## src/core/acts_regs.svh

```systemverilog
// constants for the conversion timing and sync block
// assumes one master clock domain, pins sampled on sys_clk_i
`ifndef ACTS_REGS_SVH
`define ACTS_REGS_SVH

// ----------------------------------------------------------------
// clock division per output word
// ----------------------------------------------------------------
`define ACTS_DIV_HS_DIV1   12'd512
`define ACTS_DIV_HS_DIV0   12'd256
`define ACTS_DIV_LP_DIV1   12'd2560
`define ACTS_DIV_LP_DIV0   12'd512

// ----------------------------------------------------------------
// filter and settling
// ----------------------------------------------------------------
`define ACTS_OSR           12'd64
`define ACTS_OSR_SHIFT     6
`define ACTS_SETTLE_SPI    8'd129
`define ACTS_SETTLE_FS     8'd127
`define ACTS_WORD_W        16
`define ACTS_MAX_CH        8
`define ACTS_MIN_CLK_HZ    100000

`endif

```

## src/core/acts_pkg.sv

```systemverilog
// types for the conversion timing and sync block
// assumes acts_regs.svh is available on the include path
package acts_pkg;
    `include "acts_regs.svh"

    // ------------------------------------------------------------
    // run state
    // ------------------------------------------------------------
    typedef enum logic [2:0] {
        ACTS_HALT   = 3'b001,
        ACTS_SETTLE = 3'b010,
        ACTS_VALID  = 3'b100
    } acts_state_e;

    // ------------------------------------------------------------
    // one result word set, all channels side by side
    // ------------------------------------------------------------
    typedef struct packed {
        logic [`ACTS_MAX_CH-1:0][`ACTS_WORD_W-1:0] sample;
    } acts_word_s;
endpackage

```

## src/core/acts_core.sv

```systemverilog
// conversion timing, mode tracking, sync restart and data-valid gating
// assumes control pins synchronous to sys_clk_i; modulator bits arrive per channel
`include "acts_regs.svh"
module acts_core
    import acts_pkg::*;
#(
    parameter int CHANNELS = 8
) (
    input  wire logic                sys_clk_i,
    input  wire logic                srst_i,
    input  wire logic                mode_i,
    input  wire logic                clock_divider_select_i,
    input  wire logic                sync_n_i,
    input  wire logic                protocol_frame_i,
    input  wire logic [CHANNELS-1:0] mod_bit_i,
    input  wire logic                out_ready_i,
    output logic                     out_valid_o,
    output acts_word_s               out_data_o,
    output logic                     ready_strobe_n_o,
    output logic                     settling_o,
    output logic                     low_power_o
);

    // ------------------------------------------------------------
    // parameter check
    // ------------------------------------------------------------
    if (CHANNELS < 1 || CHANNELS > `ACTS_MAX_CH) begin : g_bad_ch
        $error("CHANNELS out of range");
    end
    if ((1 << `ACTS_OSR_SHIFT) != `ACTS_OSR) begin : g_bad_osr
        $error("oversampling shift does not match ratio");
    end
    // tick counter is 6 bits wide; the slowest setting needs 40 clocks per tick
    if ((`ACTS_DIV_LP_DIV1 >> `ACTS_OSR_SHIFT) > 12'd64) begin : g_bad_tick
        $error("tick length exceeds counter");
    end
    if (`ACTS_SETTLE_SPI == 8'd0 || `ACTS_SETTLE_FS == 8'd0) begin : g_bad_settle
        $error("settling limit must be nonzero");
    end
    if (`ACTS_WORD_W != 16) begin : g_bad_word
        $error("result packing assumes 16-bit words");
    end

    // ------------------------------------------------------------
    // functions
    // ------------------------------------------------------------
    function automatic logic [11:0] word_div(input logic lp, input logic dsel);
        logic [11:0] d;
        d = lp ? (dsel ? `ACTS_DIV_LP_DIV1 : `ACTS_DIV_LP_DIV0)
               : (dsel ? `ACTS_DIV_HS_DIV1 : `ACTS_DIV_HS_DIV0);
        return d;
    endfunction

    // acc spans -64..+64; +64 would overflow, so it clips to 7fff
    function automatic logic [15:0] sat_word(input logic signed [7:0] acc);
        logic [15:0] w;
        if (acc >= 8'sd64) begin
            w = 16'h7fff;
        end else if (acc <= -8'sd64) begin
            w = 16'h8000;
        end else begin
            w = {acc, 8'h00} << 1;
        end
        return w;
    endfunction

    // buffer fill after one edge; push and pop may fall in the same cycle
    function automatic logic [1:0] fill_next(input logic [1:0] fill, input logic wr, input logic rd);
        logic [1:0] f;
        case ({wr, rd})
            2'b10: begin
                f = fill + 2'd1;
            end
            2'b01: begin
                f = fill - 2'd1;
            end
            default: begin
                f = fill;
            end
        endcase
        return f;
    endfunction

    // ------------------------------------------------------------
    // state
    // ------------------------------------------------------------
    acts_state_e             state;
    acts_state_e             next_state;
    logic                    mode_last;
    logic [5:0]              tick_cnt;
    logic [5:0]              next_tick_cnt;
    logic [5:0]              samp_cnt;
    logic [5:0]              next_samp_cnt;
    logic [7:0]              settle_cnt;
    logic [7:0]              next_settle_cnt;
    logic signed [7:0]       lane_step [CHANNELS];
    logic signed [7:0]       acc [CHANNELS];
    acts_word_s              res;
    logic                    res_valid;
    acts_word_s              mem [2];
    logic                    wr_ptr;
    logic                    rd_ptr;
    logic [1:0]              count;

    // ------------------------------------------------------------
    // decode
    // ------------------------------------------------------------
    wire logic        mode_change = mode_i != mode_last;
    wire logic        restart     = !sync_n_i || mode_change;
    wire logic [11:0] div_now     = word_div(mode_i, clock_divider_select_i);
    wire logic [11:0] tick_len    = div_now >> `ACTS_OSR_SHIFT;
    wire logic [7:0]  settle_lim  = protocol_frame_i ? `ACTS_SETTLE_FS : `ACTS_SETTLE_SPI;
    wire logic        fifo_full   = count == 2'd2;
    wire logic        fifo_empty  = count == 2'd0;
    wire logic        fifo_in_rdy = !fifo_full;
    // a full buffer stalls the modulator clock rather than drop a word
    wire logic        stall       = res_valid && !fifo_in_rdy;
    wire logic        running     = state != ACTS_HALT;
    // >= so a divider pin change in mid-word cannot run the counter through a wrap
    wire logic        tick        = running && !stall && (tick_cnt >= tick_len[5:0] - 6'd1);
    wire logic        conv_done   = tick && (samp_cnt == 6'(`ACTS_OSR - 12'd1));
    wire logic        last_settle = settle_cnt == settle_lim - 8'd1;
    wire logic        deliver     = conv_done && (state == ACTS_VALID || last_settle);
    wire logic        push        = res_valid && fifo_in_rdy;
    wire logic        pop         = out_valid_o && out_ready_i;

    // ------------------------------------------------------------
    // next state
    // ------------------------------------------------------------
    always_comb begin
        next_state = state;
        case (state)
            ACTS_HALT: begin
                if (sync_n_i) begin
                    next_state = ACTS_SETTLE;
                end
            end
            ACTS_SETTLE: begin
                if (conv_done && last_settle) begin
                    next_state = ACTS_VALID;
                end
            end
            ACTS_VALID: begin
                next_state = ACTS_VALID;
            end
            default: begin
                next_state = ACTS_HALT;
            end
        endcase
        if (!sync_n_i) begin
            next_state = ACTS_HALT;
        end else if (mode_change) begin
            next_state = ACTS_SETTLE;
        end
    end

    always_ff @(posedge sys_clk_i) begin
        if (srst_i) begin
            state     <= ACTS_HALT;
            mode_last <= mode_i;
        end else begin
            state     <= next_state;
            mode_last <= mode_i;
        end
    end

    // ------------------------------------------------------------
    // modulator and word timing
    // ------------------------------------------------------------
    // every count derives from the master clock, so rate tracks its frequency
    always_comb begin
        next_tick_cnt = tick_cnt;
        next_samp_cnt = samp_cnt;
        if (restart || !running) begin
            next_tick_cnt = 6'd0;
            next_samp_cnt = 6'd0;
        end else if (tick) begin
            next_tick_cnt = 6'd0;
            next_samp_cnt = samp_cnt + 6'd1;
        end else if (!stall) begin
            next_tick_cnt = tick_cnt + 6'd1;
        end
    end

    always_ff @(posedge sys_clk_i) begin
        if (srst_i) begin
            tick_cnt <= 6'd0;
            samp_cnt <= 6'd0;
        end else begin
            tick_cnt <= next_tick_cnt;
            samp_cnt <= next_samp_cnt;
        end
    end

    always_comb begin
        next_settle_cnt = settle_cnt;
        if (restart) begin
            next_settle_cnt = 8'd0;
        end else if (conv_done && state == ACTS_SETTLE) begin
            next_settle_cnt = settle_cnt + 8'd1;
        end
    end

    always_ff @(posedge sys_clk_i) begin
        if (srst_i) begin
            settle_cnt <= 8'd0;
        end else begin
            settle_cnt <= next_settle_cnt;
        end
    end

    // ------------------------------------------------------------
    // decimation, one accumulator per channel
    // ------------------------------------------------------------
    for (genvar c = 0; c < CHANNELS; c++) begin : g_ch
        assign lane_step[c] = mod_bit_i[c] ? 8'sd1 : -8'sd1;
        always_ff @(posedge sys_clk_i) begin
            if (srst_i || restart || !running) begin
                acc[c] <= 8'sd0;
            end else if (conv_done) begin
                acc[c] <= 8'sd0;
            end else if (tick) begin
                acc[c] <= acc[c] + lane_step[c];
            end
        end
    end

    // unused lanes keep their reset zero, so their data lines read low
    always_ff @(posedge sys_clk_i) begin
        if (srst_i) begin
            res <= '0;
        end else if (conv_done) begin
            for (int k = 0; k < CHANNELS; k++) begin
                res.sample[k] <= sat_word(acc[k] + lane_step[k]);
            end
        end
    end

    always_ff @(posedge sys_clk_i) begin
        if (srst_i || restart) begin
            res_valid <= 1'b0;
        end else if (deliver) begin
            res_valid <= 1'b1;
        end else if (push) begin
            res_valid <= 1'b0;
        end
    end

    // ------------------------------------------------------------
    // two-entry buffer, flushed on restart
    // ------------------------------------------------------------
    always_ff @(posedge sys_clk_i) begin
        if (srst_i || restart) begin
            wr_ptr <= 1'b0;
            rd_ptr <= 1'b0;
            count  <= 2'd0;
        end else begin
            if (push) begin
                wr_ptr <= !wr_ptr;
            end
            if (pop) begin
                rd_ptr <= !rd_ptr;
            end
            count <= fill_next(count, push, pop);
        end
    end

    always_ff @(posedge sys_clk_i) begin
        if (srst_i) begin
            mem[0] <= '0;
            mem[1] <= '0;
        end else if (push) begin
            mem[wr_ptr] <= res;
        end
    end

    // ------------------------------------------------------------
    // outputs
    // ------------------------------------------------------------
    // empty buffer shows all-zero data, so frame-sync lines read low
    assign out_valid_o      = !fifo_empty;
    assign out_data_o       = fifo_empty ? '0 : mem[rd_ptr];
    // in frame-sync the strobe pin is an input on the far side; idle high here
    assign ready_strobe_n_o = protocol_frame_i ? 1'b1 : fifo_empty;
    assign settling_o       = state != ACTS_VALID;
    assign low_power_o      = mode_last;

endmodule

```

## config.mk

```make
export PLATFORM = sky130hd
export DESIGN_NAME = acts_core
export DESIGN_NICKNAME = d
export VERILOG_FILES = /design/src/core/acts_pkg.sv /design/src/core/acts_core.sv
export VERILOG_INCLUDE_DIRS = /design/src /design/src/core
export SDC_FILE = /design/constraint.sdc
export NUM_CORES = 1
export LEC_CHECK = 0
export BUFFER_PORTS_ARGS = -buffer_cell sky130_fd_sc_hd__buf_2
export CAP_MARGIN = 15
export CORE_MARGIN = 2
export CORE_UTILIZATION = 60
export CTS_CLUSTER_SIZE = 14
export DETAILED_ROUTE_END_ITERATION = 8
export GPL_ROUTABILITY_DRIVEN = 0
export HOLD_SLACK_MARGIN = 0.03
export PLACE_DENSITY = 0.81
export SETUP_SLACK_MARGIN = 0.1
export SKIP_LAST_GASP = 1
export SYNTH_ARGS = -nofsm -noshare
export SYNTH_HDL_FRONTEND = slang
export SYNTH_SLANG_ARGS = --single-unit
```

## constraint.sdc

```tcl
create_clock -name sys_clk_i -period 4.5 [get_ports sys_clk_i]
set_input_delay 0.225 -clock sys_clk_i [delete_from_list [all_inputs] [get_ports sys_clk_i]]
set_output_delay 0.225 -clock sys_clk_i [all_outputs]
set_load 0.05 [all_outputs]
```

==> metrics.md, run 1 <==
| Metric | Value |
|---|---|
| Clk Latency, worst-skew pair | about 0.54 ns |
| Most numerous cell in the Yosys netlist | sky130_fd_sc_hd__nor2_1 |
| Maximum vdd drop | roughly 230 µV |
| Number of DRC violations after detailed routing | 0 |
| Setup violators final | 0 |
| Leading post-synthesis cells by cell area | sky130_fd_sc_hd__edfxtp_1 38%, sky130_fd_sc_hd__dfxtp_1 12%, sky130_fd_sc_hd__and2_1 6.1% |
| Final hold violations | 0 |
| I/O pin count | 147 |
| Number of core rows | 58 |
| Fin Setup TNS | 0 ns |
| Filler cell count | approximately 1,900 |
| Static Leak | 6.65 nW |
| Register bit total from synthesis | 286 |
| Power density over cell area | between 300 and 400 nW/µm² |
| Count of flip-flops with a built-in enable after synthesis | about 190 |
| Top cell types by occurrence after synthesis | 213 x sky130_fd_sc_hd__nor2_1, 192 x sky130_fd_sc_hd__edfxtp_1, 150 x sky130_fd_sc_hd__and2_1 |
| Depth of the most critical reg-to-reg path | 6 |
| H-Tree Depth | 1 |
| Antenna violations before repair | 0 |
| Placed Cells | 1,837 |
| Post-CTS setup buffer count | 0 |
| Crit path buf inv count | 3 |
| Multi-input logic area | about 6800 µm² |
| Sequential fraction of design power | just under 50% |
| Via density | 5.76 |
| Classification of the worst-slack hold path | in -> reg |
| Layout area overhead | 10.4% |
| Crit share post-route | around 65% |
| Post-detailed-route wirelength per cell | approximately 17 µm |
| Post-cts gate resize count | 0 |
| Number of warnings issued by yosys | 0 |
| Net Sw Frac | 22.3% |
| Number of nets with antenna violations after detailed routing | 0 |
| Largest family of logic cells by synthesized area | simple AND/OR/NAND/NOR gates |
| Number of pins exceeding their max-slew limit in the final report | 0 |
| Register area | between 7000 and 8000 µm² |
| Fraction of final layout cells sized beyond drive strength 1 | 14.6% |
| GRT Residual Overflow | 0 |
| Starting density of the core | 60.9% |
| TritonCTS clock tree | yes |
| Overall routed net length | 32,100 µm |
| Diodes inserted | 0 |
| Largest stage delay on the critical path | between 0.7 and 0.8 ns |
| Vias in the first global route | between 10,000 and 15,000 |
| Synth top area share | about 38% |
| Cell-by-cell listing of the critical path | dlygate4sd3_1, buf_2, nand2_1, ha_1, nand2_1, o21ai_1, and3_1, or2_2, buf_4 |
| Maximum clock rate | around 0.34 GHz |
| Minimum clock period after layout | 2.92 ns |
| Iteration count of the initial detailed-routing pass | 5 |
| Critical path depth | 9 |
| Worst hold slack | around 0.09 ns |
| DRC marker count from the first detailed-route iteration | about 730 |
| Adder-cell share of the synthesized area | 6.86% |
| Synth Cell Area | around 15,000 µm² |
| Register area share after synthesis | approximately 50% |
| Wire length of the first global-routing pass | ~50,000 µm |
| Die H | 164 µm |
| CTS Root Buffer Type | sky130_fd_sc_hd__clkbuf_16 |
| Result of the run | finished, final reports clean |
| Post-synthesis cell type with the largest combined area | sky130_fd_sc_hd__edfxtp_1 |
| Comb pwr share | 8.0% |
| Clock power frac | about 43% |
| Capturing instance or port of the critical path | acc[0][5] |
| Crit Path Class | in -> reg |
| Startpoint of the worst-slack reg-to-reg timing path | tick_cnt[2] |
| Reg-to-reg setup timing slack | about 1.6 ns |
| Post-synth ARST share | 0% |
| Most frequent cell on the critical path | sky130_fd_sc_hd__nand2_1 |
| Floorplan die area | between 20,000 and 30,000 µm² |
| Layout Nets | 1,625 |
| Distinct cell type count after synthesis | 63 |
| Most instantiated flip-flop cell in the synthesis netlist | sky130_fd_sc_hd__edfxtp_1 |
| Via Count | 10,900 |
| Max capacitance violation total | 0 |
| Share of the synthesized netlist area taken by xor and xnor gates | under 10% |
| Post-synthesis compound-gate area fraction | between 10 and 15% |
| Critical path required time | about 4.7 ns |
| HPWL reported at the end of detailed placement | between 20,000 and 25,000 µm |
| Largest buffer count on any clock path | 3 |
| Input/output buffers | approximately 150 |
| CP arrival | between 3 and 4 ns |
| Basic-gate share of the synthesized area counting and, or, nand and nor cells | between 10% and 20% |
| CTS buffer count | 28 |
| Number of clock sinks | 286 |
| Critical-path maximum fanout | 31 |
| Kind of cell adding the most delay to the critical path | simple AND/OR/NAND/NOR gates |
| Core ar. | about 25,000 µm² |
| Clock skew | 0.0187 ns |
| Category of the worst setup path launch point | input pin |
| Total Routing Usage GR | a little under a quarter |
| Worst setup path startpoint | mode_i |
| Hold_buf cts | 2 |
| Syn nets | between 1,500 and 2,000 |
| Type of element capturing the critical path | flop |
| Maximum number of pins on one net before global-route repair | ~70 |
| Cell count after synthesis | 1,467 |
| Post-CTS clock slew at the launch and capture registers of the worst setup and hold paths | approximately 0.060 ns |
| Worst max-slew margin expressed relative to the limit | between 30% and 40% |
| Proportion of synthesized area in mux cells | under 10% |
| Reg2reg end | acc[0][5] |
| Slowest cell on the critical path | sky130_fd_sc_hd__or2_2 |
| Post-Syn Area per Cell | 10.4 µm² |
| Overall die width | between 150 and 200 µm |
| Finished Layout Cells | 1,891 |
| P_sw | ~1.3 mW |
| Internal power | 4.49 mW |
| Pin slew with the least headroom to its limit | a little under 1 ns |
| Setup repair after global routing missed its margin | false |
routing by layer:
metal	track usage (%)	up-vias	wire length, µm	share of wire, %
li1	-	5325	-	-
met2	39.0	361	14800	46
met1	33.3	5159	14600	46
met5	0	-	0	0
met4	7.46	0	754	2.3
met3	2.95	56	1960	6.1
power groups by stage:
stage / Combinational, mW / Clock, mW / Sequential, mW
after floorplan: 0.334 / 0 / 2.92
after global placement: 0.438 / 0 / 2.92
after CTS: 0.455 / 2.47 / 2.86
after detailed placement: 0.451 / 0 / 2.92
final: 0.461 / 2.45 / 2.86
after global routing: 0.508 / 2.57 / 2.87
registers in the layout (all words and copies together) (netlist names), named ones only:
signal,flops
mem,128
acc,64
res,64
settle_cnt,8
samp_cnt,6
tick_cnt,6
state,3
count,2
low_power_o,1
rd_ptr,1
res_valid,1
wr_ptr,1
stage by stage:
step	utilization [%]	total power, mW	area (µm²)	worst slack, ns
6_report	67.2	5.78	16900	1.58
5_1_grt	67.2	5.95	16900	1.36
4_1_cts	67.2	5.79	16900	1.58
3_5_place_dp	63.2	3.37	15900	1.59
3_3_place_gp	63.2	3.35	15900	1.66
2_1_floorplan	-	3.25	15300	0.372
kinds of logic (layout without fill, tap and decap cells):
logic type      Yosys count  count (layout)
compound gates          246             246
xor+xnor                 60              60
fa+ha+maj                81              81
buf+inv                 154             248
flops                   286             286
mux                      66              66
other cells               1               1
simple gates            573             573
layout make-up:
type / count / area share, %
multi-input combinational: 1027 / 40.5
clock inverter: 12 / 0.920
tap: 330 / 2.45
clock buffer: 40 / 4.84
sequential: 286 / 45.4
inverter: 33 / 0.734
timing repair buffer: 163 / 5.19
how the worst min path moves through the flow:
stage	slack, ns	endpoint	cells past startpoint	startpoint
after global placement	0.38	low_power_o	1	mode_i
after CTS	0.08	state[0]	3	sync_n_i
after global routing	0.1	state[0]	3	sync_n_i
final	0.09	state[0]	3	sync_n_i
after floorplan	0.25	low_power_o	0	mode_i
after detailed placement	0.38	low_power_o	1	mode_i
cell usage in the layout, fill, tap and decap left out, types with 13 or more instances in the layout:
cell,count
sky130_fd_sc_hd__inv_1,33
sky130_fd_sc_hd__a21oi_1,58
sky130_fd_sc_hd__nor2_1,211
sky130_fd_sc_hd__dfxtp_1,93
sky130_fd_sc_hd__buf_4,14
sky130_fd_sc_hd__edfxtp_1,192
sky130_fd_sc_hd__mux2i_1,66
sky130_fd_sc_hd__buf_2,146
sky130_fd_sc_hd__a221oi_1,17
sky130_fd_sc_hd__xor2_1,23
sky130_fd_sc_hd__a211oi_1,35
sky130_fd_sc_hd__ha_1,63
sky130_fd_sc_hd__nand2b_1,17
sky130_fd_sc_hd__and2_1,149
sky130_fd_sc_hd__o221ai_1,13
sky130_fd_sc_hd__nor3_1,16
sky130_fd_sc_hd__o21ai_0,39
sky130_fd_sc_hd__nand2_1,83
sky130_fd_sc_hd__xnor2_1,37
sky130_fd_sc_hd__clkbuf_16,29
worst register-to-register path, cell delays in order (launching register included):
cell	delay [ns]
sky130_fd_sc_hd__dfxtp_1	0.35
sky130_fd_sc_hd__ha_1	0.29
sky130_fd_sc_hd__a211oi_1	0.06
sky130_fd_sc_hd__o21ai_1	0.25
sky130_fd_sc_hd__and3_1	0.52
sky130_fd_sc_hd__or2_2	0.73
sky130_fd_sc_hd__buf_4	0.36
Power figures use the tool's default switching activity.
==> inputs of run 2 (changes only) <==
ABC_AREA = 1   (was unset)
CORE_UTILIZATION = 54   (was 60)
PLACE_DENSITY = 0.77   (was 0.81)
clock period = 2.6 ns   (was 4.5 ns; I/O delays follow)
==> run 2 against run 1 <==
Effect of this change: hold slack improved by 0.034 ns; area after synthesis up 0.20%; sequential share of layout area shrank 1.1 points; clock skew rose by 0.00070 ns; critical endpoint is now out_data_o[54]; largest cell class unchanged.
==> metrics.md, run 2 <==
| Metric | Value |
|---|---|
| Maximum number of pins on one net before global-route repair | 69 (-2.8%) |
| H-Tree Depth | 1 (unchanged) |
| DP Area | 16,200 µm² (+1.9%) |
| Critical-path maximum fanout | 26 (-16%) |
| Max capacitance violation total | 0 (unchanged) |
| Number of DRC violations after detailed routing | 0 (unchanged) |
| Met3 layer usage reported by global route | 3.39% (+0.44 points) |
| HPWL reported at the end of detailed placement | 22,900 µm (+5.2%) |
| Leading registers by flop count | mem x128, acc x64, res x64 |
| Count of flip-flops with a built-in enable after synthesis | 192 (unchanged) |
| Iteration count of the initial detailed-routing pass | 5 (unchanged) |
| Overall routed net length | 34,200 µm (+6.6%) |
| Fraction of final layout cells sized beyond drive strength 1 | 12.8% (-1.8 points) |
| Post-CTS setup buffer count | 0 (unchanged) |
| CP arrival | 2.18 ns (-0.96 ns) |
| Power, Total | 10.2 mW (+77%) |
| GRT Residual Overflow | 0 (unchanged) |
| Synth top area share | 37.6% (-0.074 points) |
| TritonCTS clock tree | yes |
| Number of warnings issued by yosys | 0 (unchanged) |
| Post-CTS clock slew at the launch and capture registers of the worst setup and hold paths | 0.07 ns (about the same) |
| Number of clock sinks | 286 (unchanged) |
| Final core area utilization | 62.0% (-5.2 points) |
| Final design area excluding fillers | 17,300 µm² (+2.4%) |
| Maximum clock rate | about 0.43 GHz |
| Maximum vdd drop | 483 µV (+110%) |
| Filler cell count | 2,285 (+18%) |
| Static Leak | 7.72 nW (+16%) |
| Crit share post-route | between 80% and 90% |
| Setup violators final | 0 (unchanged) |
| Wire length of the first global-routing pass | 54,800 µm (+6.4%) |
| Pin slew with the least headroom to its limit | 0.934 ns (-0.0487 ns) |
| Clock skew | 0.0194 ns (+0.000698 ns) |
| Distinct cell type count after synthesis | 38 (-40%) |
| Diodes inserted | 0 (unchanged) |
| Multi-input logic area | 6050 µm² (-11%) |
| Layout Nets | 2,059 (+27%) |
| Post-detailed-route wirelength per cell | 14.4 µm (-15%) |
| Via density | 5.24 (-9.2%) |
| Number of nets with antenna violations after detailed routing | 0 (unchanged) |
| Crit Path Class | reg -> out |
| Top cell types by occurrence after synthesis | 522 x sky130_fd_sc_hd__nand2_1, 245 x sky130_fd_sc_hd__nor2_1, 241 x sky130_fd_sc_hd__inv_1 |
| Post-synth ARST share | 0% (unchanged) |
| Post-Syn Area per Cell | 8.11 µm² (-22%) |
| Power density over cell area | 591 nW/µm² (+73%) |
| CTS buffer count | 29 (+3.6%) |
| Post-synthesis cell type with the largest combined area | sky130_fd_sc_hd__edfxtp_1 |
| Most numerous cell in the Yosys netlist | sky130_fd_sc_hd__nand2_1 |
| Commonest non-fill, non-tap cells in the layout | 518 x sky130_fd_sc_hd__nand2_1, 244 x sky130_fd_sc_hd__nor2_1, 241 x sky130_fd_sc_hd__inv_1, 192 x sky130_fd_sc_hd__edfxtp_1, 184 x sky130_fd_sc_hd__a21oi_1 |
| Core ar. | 27,900 µm² (+11%) |
| Number of pins exceeding their max-slew limit in the final report | 0 (unchanged) |
| Register area | 7650 µm² (unchanged) |
| Vias in the first global route | 11,200 (+8.4%) |
| Flip-flop count of the largest register, all copies and words added | 128 (unchanged) |
| Most instantiated flip-flop cell in the synthesis netlist | sky130_fd_sc_hd__edfxtp_1 |
| Antenna violations before repair | 0 (unchanged) |
| Register area share after synthesis | 49.9% (-0.098 points) |
| Final hold violations | 0 (unchanged) |
| Setup repair after global routing missed its margin | false |
| Met1 usage in global routing | 32.0% (-1.3 points) |
| Commonest non-fill, non-tap cell in the layout | sky130_fd_sc_hd__nand2_1 |
| Minimum clock period after layout | 2.31 ns |
| Cell count after synthesis | 1,888 (+29%) |
| Clk Latency, worst-skew pair | 0.56 ns (+0.02 ns) |
| Starting density of the core | 55.0% (-5.9 points) |
| Total Routing Usage GR | 22.8% (-1.0 points) |
| Layout area overhead | 12.8% |
| CTS Root Buffer Type | sky130_fd_sc_hd__clkbuf_16 |
| Global Route met2 Usage | 36.9% (-2.1 points) |
| DRC marker count from the first detailed-route iteration | 1,026 (+42%) |
| Synth Cell Area | 15,300 µm² (+0.20%) |
| Critical path required time | 2.47 ns (-2.25 ns) |
| Number of core rows | 61 (+5.2%) |
| Input/output buffers | 146 (unchanged) |
| Classification of the worst-slack hold path | in -> reg |
| Floorplan die area | 29,700 µm² (+11%) |
| Most heavily used metal layer in global routing | met2 |
| Register bit total from synthesis | 286 (unchanged) |
| Most flop-heavy register | mem |
| I/O pin count | 147 (unchanged) |
| Largest buffer count on any clock path | 3 (unchanged) |
| Category of the worst setup path launch point | flop |
| Worst hold slack | 0.124 ns (+0.0342 ns) |
| Fin Setup TNS | 0 ns (unchanged) |
| Overall die width | 172 µm (+5.4%) |
| Type of element capturing the critical path | output pin |
| Result of the run | finished, final reports clean |
| Leading post-synthesis cells by cell area | sky130_fd_sc_hd__edfxtp_1 38%, sky130_fd_sc_hd__nand2_1 13%, sky130_fd_sc_hd__dfxtp_1 12% |
| Worst max-slew margin expressed relative to the limit | 37.7% (+3.4 points) |
| Die H | 172 µm (+5.4%) |
| Via Count | 12,400 (+14%) |
| Syn nets | 1,974 (+27%) |
[run 2: cell types whose count changed in the layout (fill, tap and decap cells not counted), sizes merged, moves of 32 or more]
cell    delta
nand2    +438
a211oi    -35
a21oi    +133
o21ai     -32
nand3     +97
xnor2     -33
inv      +215
and2     -146
mux2i     -66
nor2      +36
[run 2: per-layer routing]
layer  part of all wire, %  up-vias  wire length [µm]
met4                   2.4        0               809
met2                    45      431             15500
met1                    46     5762             15600
li1                      -     6189                 -
met5                     0        -                 0
met3                   6.8       50              2330
[run 2: timing repair]
action                                 4_1_cts  5_1_grt
hold buffers                                 4        0
setup endpoints to repair                   58       45
pin swaps                                    1        0
endpoints found under the hold margin        5        0
gates cloned                                 1        0
gates resized for setup                      0        2
[run 2: worst paths after layout]
check | from | endpoint | slack (ns) | depth (start not counted)
setup reg to reg | acc[0][8] | res[25] | 0.41 | 10
hold reg to reg | res[89] | res[89] | 0.47 | 2
setup / recovery | count[0] | out_data_o[54] | 0.29 | 4
hold / removal | mod_bit_i[3] | res[63] | 0.12 | 6
[run 2: cell families after synthesis]
logic type	count (synthesis)	share of synthesized area, %
other	1	0.0245
adders and majority gates	71	6.19
DFF	286	49.9
buffers and inverters	369	10.9
xor gates and xnor gates	15	0.858
AOI/OAI and AO/OA	216	7.20
and+or+nand+nor	930	24.9
[run 2: critical path, cell delays in order, from the launching register on]
cell and delay, ns:
sky130_fd_sc_hd__dfxtp_2 0.40, sky130_fd_sc_hd__nor2_4 0.45, sky130_fd_sc_hd__buf_4 0.40, sky130_fd_sc_hd__a21oi_2 0.13, sky130_fd_sc_hd__buf_2 0.23
[run 2: report_power, final]
part           leakage [nW]  switching [mW]  internal [mW]  total, mW
combinational          4.33           0.475          0.220      0.695
sequential             2.86          0.0375           4.93       4.97
clock                 0.525            1.76           2.80       4.56
[run 2: area by class of cell]
| class | instances | area share [%] |
|---|---|---|
| flip-flops and latches | 286 | 44.3 |
| multi-input cells | 1234 | 35.0 |
| repair buffers | 175 | 6.49 |
| inverters | 247 | 5.37 |
| clock buffers | 37 | 4.67 |
| well taps | 378 | 2.74 |
| clock inverters | 17 | 1.46 |
[run 2: through the flow]
step,cells,setup WS [ns]
2_1_floorplan,1888,0.254
3_3_place_gp,2315,0.441
3_5_place_dp,2315,0.381
4_1_cts,2374,0.101
5_1_grt,2374,0.104
6_report,2374,0.294
==> inputs of run 3 (changes only) <==
CORE_UTILIZATION = 60   (was 54)
MAX_ROUTING_LAYER = met4   (was unset)
PLACE_DENSITY = 0.81   (was 0.77)
clock period = 2.4 ns   (was 2.6 ns; I/O delays follow)
==> run 3 against run 2 <==
Effect of this change: cell count decreased by 1.3%; hold slack improved by 0.013 ns; die area decreased by 9.8%; clock skew decreased by 0.0055 ns; non-clock buffer count increased by 17; utilization increased by 6.8 points; design area about the same; first-iteration DRC count increased by 5.5%; power increased by 3.4%; via count increased by 0.97%; sequential power increased by 8.2%; setup slack got worse by 0.089 ns; critical endpoint is now out_data_o[47]; largest cell class unchanged.
==> metrics.md, run 3 (same netlist as run 2, synthesis figures left out) <==
| Metric | Value |
|---|---|
| Via Count | 12,600 (+0.97%) |
| Classification of the worst-slack hold path | in -> reg |
| Vias in the first global route | 11,400 (+1.3%) |
| Number of pins exceeding their max-slew limit in the final report | 0 (unchanged) |
| Fraction of final layout cells sized beyond drive strength 1 | 13.5% (+0.69 points) |
| Final hold violations | 0 (unchanged) |
| Critical-path maximum fanout | 16 (-38%) |
| Power density over cell area | 612 nW/µm² (+3.4%) |
| Clock power frac | 41.8% (-2.8 points) |
| Post-CTS clock slew at the launch and capture registers of the worst setup and hold paths | 0.06 ns (about the same) |
| Most flop-heavy register | mem |
| Overall routed net length | 35,200 µm (+2.7%) |
| Depth of the most critical reg-to-reg path | 12 (+2) |
| Post-detailed-route wirelength per cell | 15.0 µm (+4.1%) |
| Pin slew with the least headroom to its limit | 0.749 ns (-0.185 ns) |
| Setup repair after global routing missed its margin | false |
| Leading registers by flop count | mem x128, acc x64, res x64 |
| Fin Setup TNS | 0 ns (unchanged) |
| Critical path required time | 2.28 ns (-0.19 ns) |
| Count of cells along the worst hold path | 3 (-3) |
| Finished Layout Cells | 2,343 (-1.3%) |
| Result of the run | finished, final reports clean |
| Static Leak | 7.71 nW (about the same) |
| Internal power | 8.11 mW (+2.1%) |
| Final Worst Setup Slack | 0.205 ns (-0.0887 ns) |
| Layout Nets | 2,077 (+0.87%) |
| Maximum clock rate | 0.456 GHz |
| Input/output buffers | 146 (unchanged) |
| CTS Root Buffer Type | sky130_fd_sc_hd__clkbuf_16 |
| Net Sw Frac | 23.2% (+1.0 points) |
| HPWL reported at the end of detailed placement | 23,700 µm (+3.6%) |
| Via density | 5.36 (+2.3%) |
| Kind of cell adding the most delay to the critical path | buffers and inverters |
| Number of core rows | 58 (-4.9%) |
| Type of element capturing the critical path | output pin |
| CP arrival | 2.08 ns (-0.10 ns) |
| P_sw | 2.46 mW (+8.1%) |
| Commonest non-fill, non-tap cell in the layout | sky130_fd_sc_hd__nand2_1 |
| Floorplan die area | 26,800 µm² (-9.8%) |
| Crit Path Class | reg -> out |
| I/O pin count | 147 (unchanged) |
| Core ar. | 25,100 µm² (-9.9%) |
| Crit path buf inv count | 3 (+1) |
| Max capacitance violation total | 0 (unchanged) |
| Total Routing Usage GR | 26.3% (+3.4 points) |
| Starting density of the core | 61.0% (+6.0 points) |
| Layout area overhead | 12.8% (about the same) |
| Critical path depth | 5 (+1) |
| Iteration count of the initial detailed-routing pass | 6 (+1) |
| Number of DRC violations after detailed routing | 0 (unchanged) |
| Overall die width | 164 µm (-5.0%) |
| DP Area | 16,100 µm² (-0.43%) |
| Final design area excluding fillers | 17,300 µm² (about the same) |
| Largest stage delay on the critical path | 0.42 ns (-0.03 ns) |
| Cell-by-cell listing of the critical path | buf_6, buf_4, nand2_1, a21oi_1, buf_2 |
| Sequential fraction of design power | 50.9% (+2.3 points) |
| Setup violators final | 0 (unchanged) |
| Slowest cell on the critical path | sky130_fd_sc_hd__dfxtp_4 |
| H-Tree Depth | 1 (unchanged) |
| Antenna violations before repair | 0 (unchanged) |
| Number of clock sinks | 286 (unchanged) |
| Minimum clock period after layout | ~2.2 ns |
| Clk Latency, worst-skew pair | 0.54 ns (-0.02 ns) |
| Commonest non-fill, non-tap cells in the layout | 515 x sky130_fd_sc_hd__nand2_1, 243 x sky130_fd_sc_hd__nor2_1, 241 x sky130_fd_sc_hd__inv_1, 192 x sky130_fd_sc_hd__edfxtp_1, 183 x sky130_fd_sc_hd__a21oi_1 |
| Category of the worst setup path launch point | flop |
| Largest buffer count on any clock path | 3 (unchanged) |
| Placed Cells | 2,271 (-1.9%) |
| Die H | 164 µm (-5.0%) |
| Crit share post-route | between 90% and 100% |
| Maximum vdd drop | 552 µV (+14%) |
| Maximum number of pins on one net before global-route repair | 65 (-5.8%) |
| Clock skew | 0.0139 ns (-0.00553 ns) |
| Worst max-slew margin expressed relative to the limit | 50.1% (+12 points) |
| Comb pwr share | 7.3% (+0.5 points) |
| Diodes inserted | 0 (unchanged) |
| Final core area utilization | 68.8% (+6.8 points) |
| Number of nets with antenna violations after detailed routing | 0 (unchanged) |
| DRC marker count from the first detailed-route iteration | 1,082 (+5.5%) |
| GRT Residual Overflow | 0 (unchanged) |
| Wire length of the first global-routing pass | 55,800 µm (+1.8%) |
| Flip-flop count of the largest register, all copies and words added | 128 (unchanged) |
| CTS buffer count | 29 (unchanged) |
| TritonCTS clock tree | yes |
| Placement Setup Slack | 0.207 ns (-0.174 ns) |
run 3: what timing repair did:
action / in CTS / in global routing
buffers inserted: 0 / 12
hold buffers: 4 / 0
pin swaps: 1 / 2
hold endpoints to repair: 6 / 0
gates cloned: 1 / 2
setup endpoints to repair: 63 / 100
gates resized for setup: 12 / 12
run 3: worst paths after layout:
check | startpoint | to | slack [ns]
worst max register to register | acc[1][8] | res[92] | 0.27
worst min register to register | samp_cnt[5] | samp_cnt[5] | 0.47
worst max-delay path | flop | out_data_o[47] | 0.20
worst min-delay path | mod_bit_i[7] | acc[1][25] | 0.14
run 3: power groups by stage:
stage	clock [mW]	sequential [mW]	combinational, mW
after floorplan	0	5.48	0.526
after global placement	0	5.48	0.711
after detailed placement	0	5.49	0.735
after CTS	4.45	5.38	0.748
after global routing	4.64	5.39	0.867
final	4.41	5.38	0.773
run 3: worst register-to-register path, stage by stage (launching register included):
cell,delay [ns]
sky130_fd_sc_hd__edfxtp_1,0.40
sky130_fd_sc_hd__inv_1,0.09
sky130_fd_sc_hd__fa_1,0.43
sky130_fd_sc_hd__nand3b_1,0.21
sky130_fd_sc_hd__nand2_1,0.12
sky130_fd_sc_hd__nand2_1,0.07
sky130_fd_sc_hd__nand3b_1,0.10
sky130_fd_sc_hd__nand2_1,0.10
sky130_fd_sc_hd__nor2_2,0.12
sky130_fd_sc_hd__nand2_1,0.09
sky130_fd_sc_hd__nand2_2,0.12
sky130_fd_sc_hd__nand2_1,0.08
sky130_fd_sc_hd__a21oi_1,0.12
run 3: layout make-up:
type                            count  area (µm²)
Inverter                          247         928
Fill cell                        1906        7840
Sequential cell                   286        7650
Timing Repair Buffer              192        1250
Multi-Input combinational cell   1235        6100
Tap cell                          330         413
Clock inverter                     11        92.6
Clock buffer                       42         837
run 3: layer usage:
metal | up-vias | wire (µm) | track usage (%)
met2 | 545 | 16100 | 41.3
met4 | 0 | 597 | 6.02
met3 | 52 | 3110 | 3.84
met1 | 5744 | 15300 | 36.5
met5 | - | 0 | -
li1 | 6212 | - | -
run 3: per-stage QoR:
step	total power, mW	hold WS [ns]
2_1_floorplan	6.01	0.148
3_3_place_gp	6.19	0.273
3_5_place_dp	6.22	0.277
4_1_cts	10.6	0.122
5_1_grt	10.9	0.146
6_report	10.6	0.137
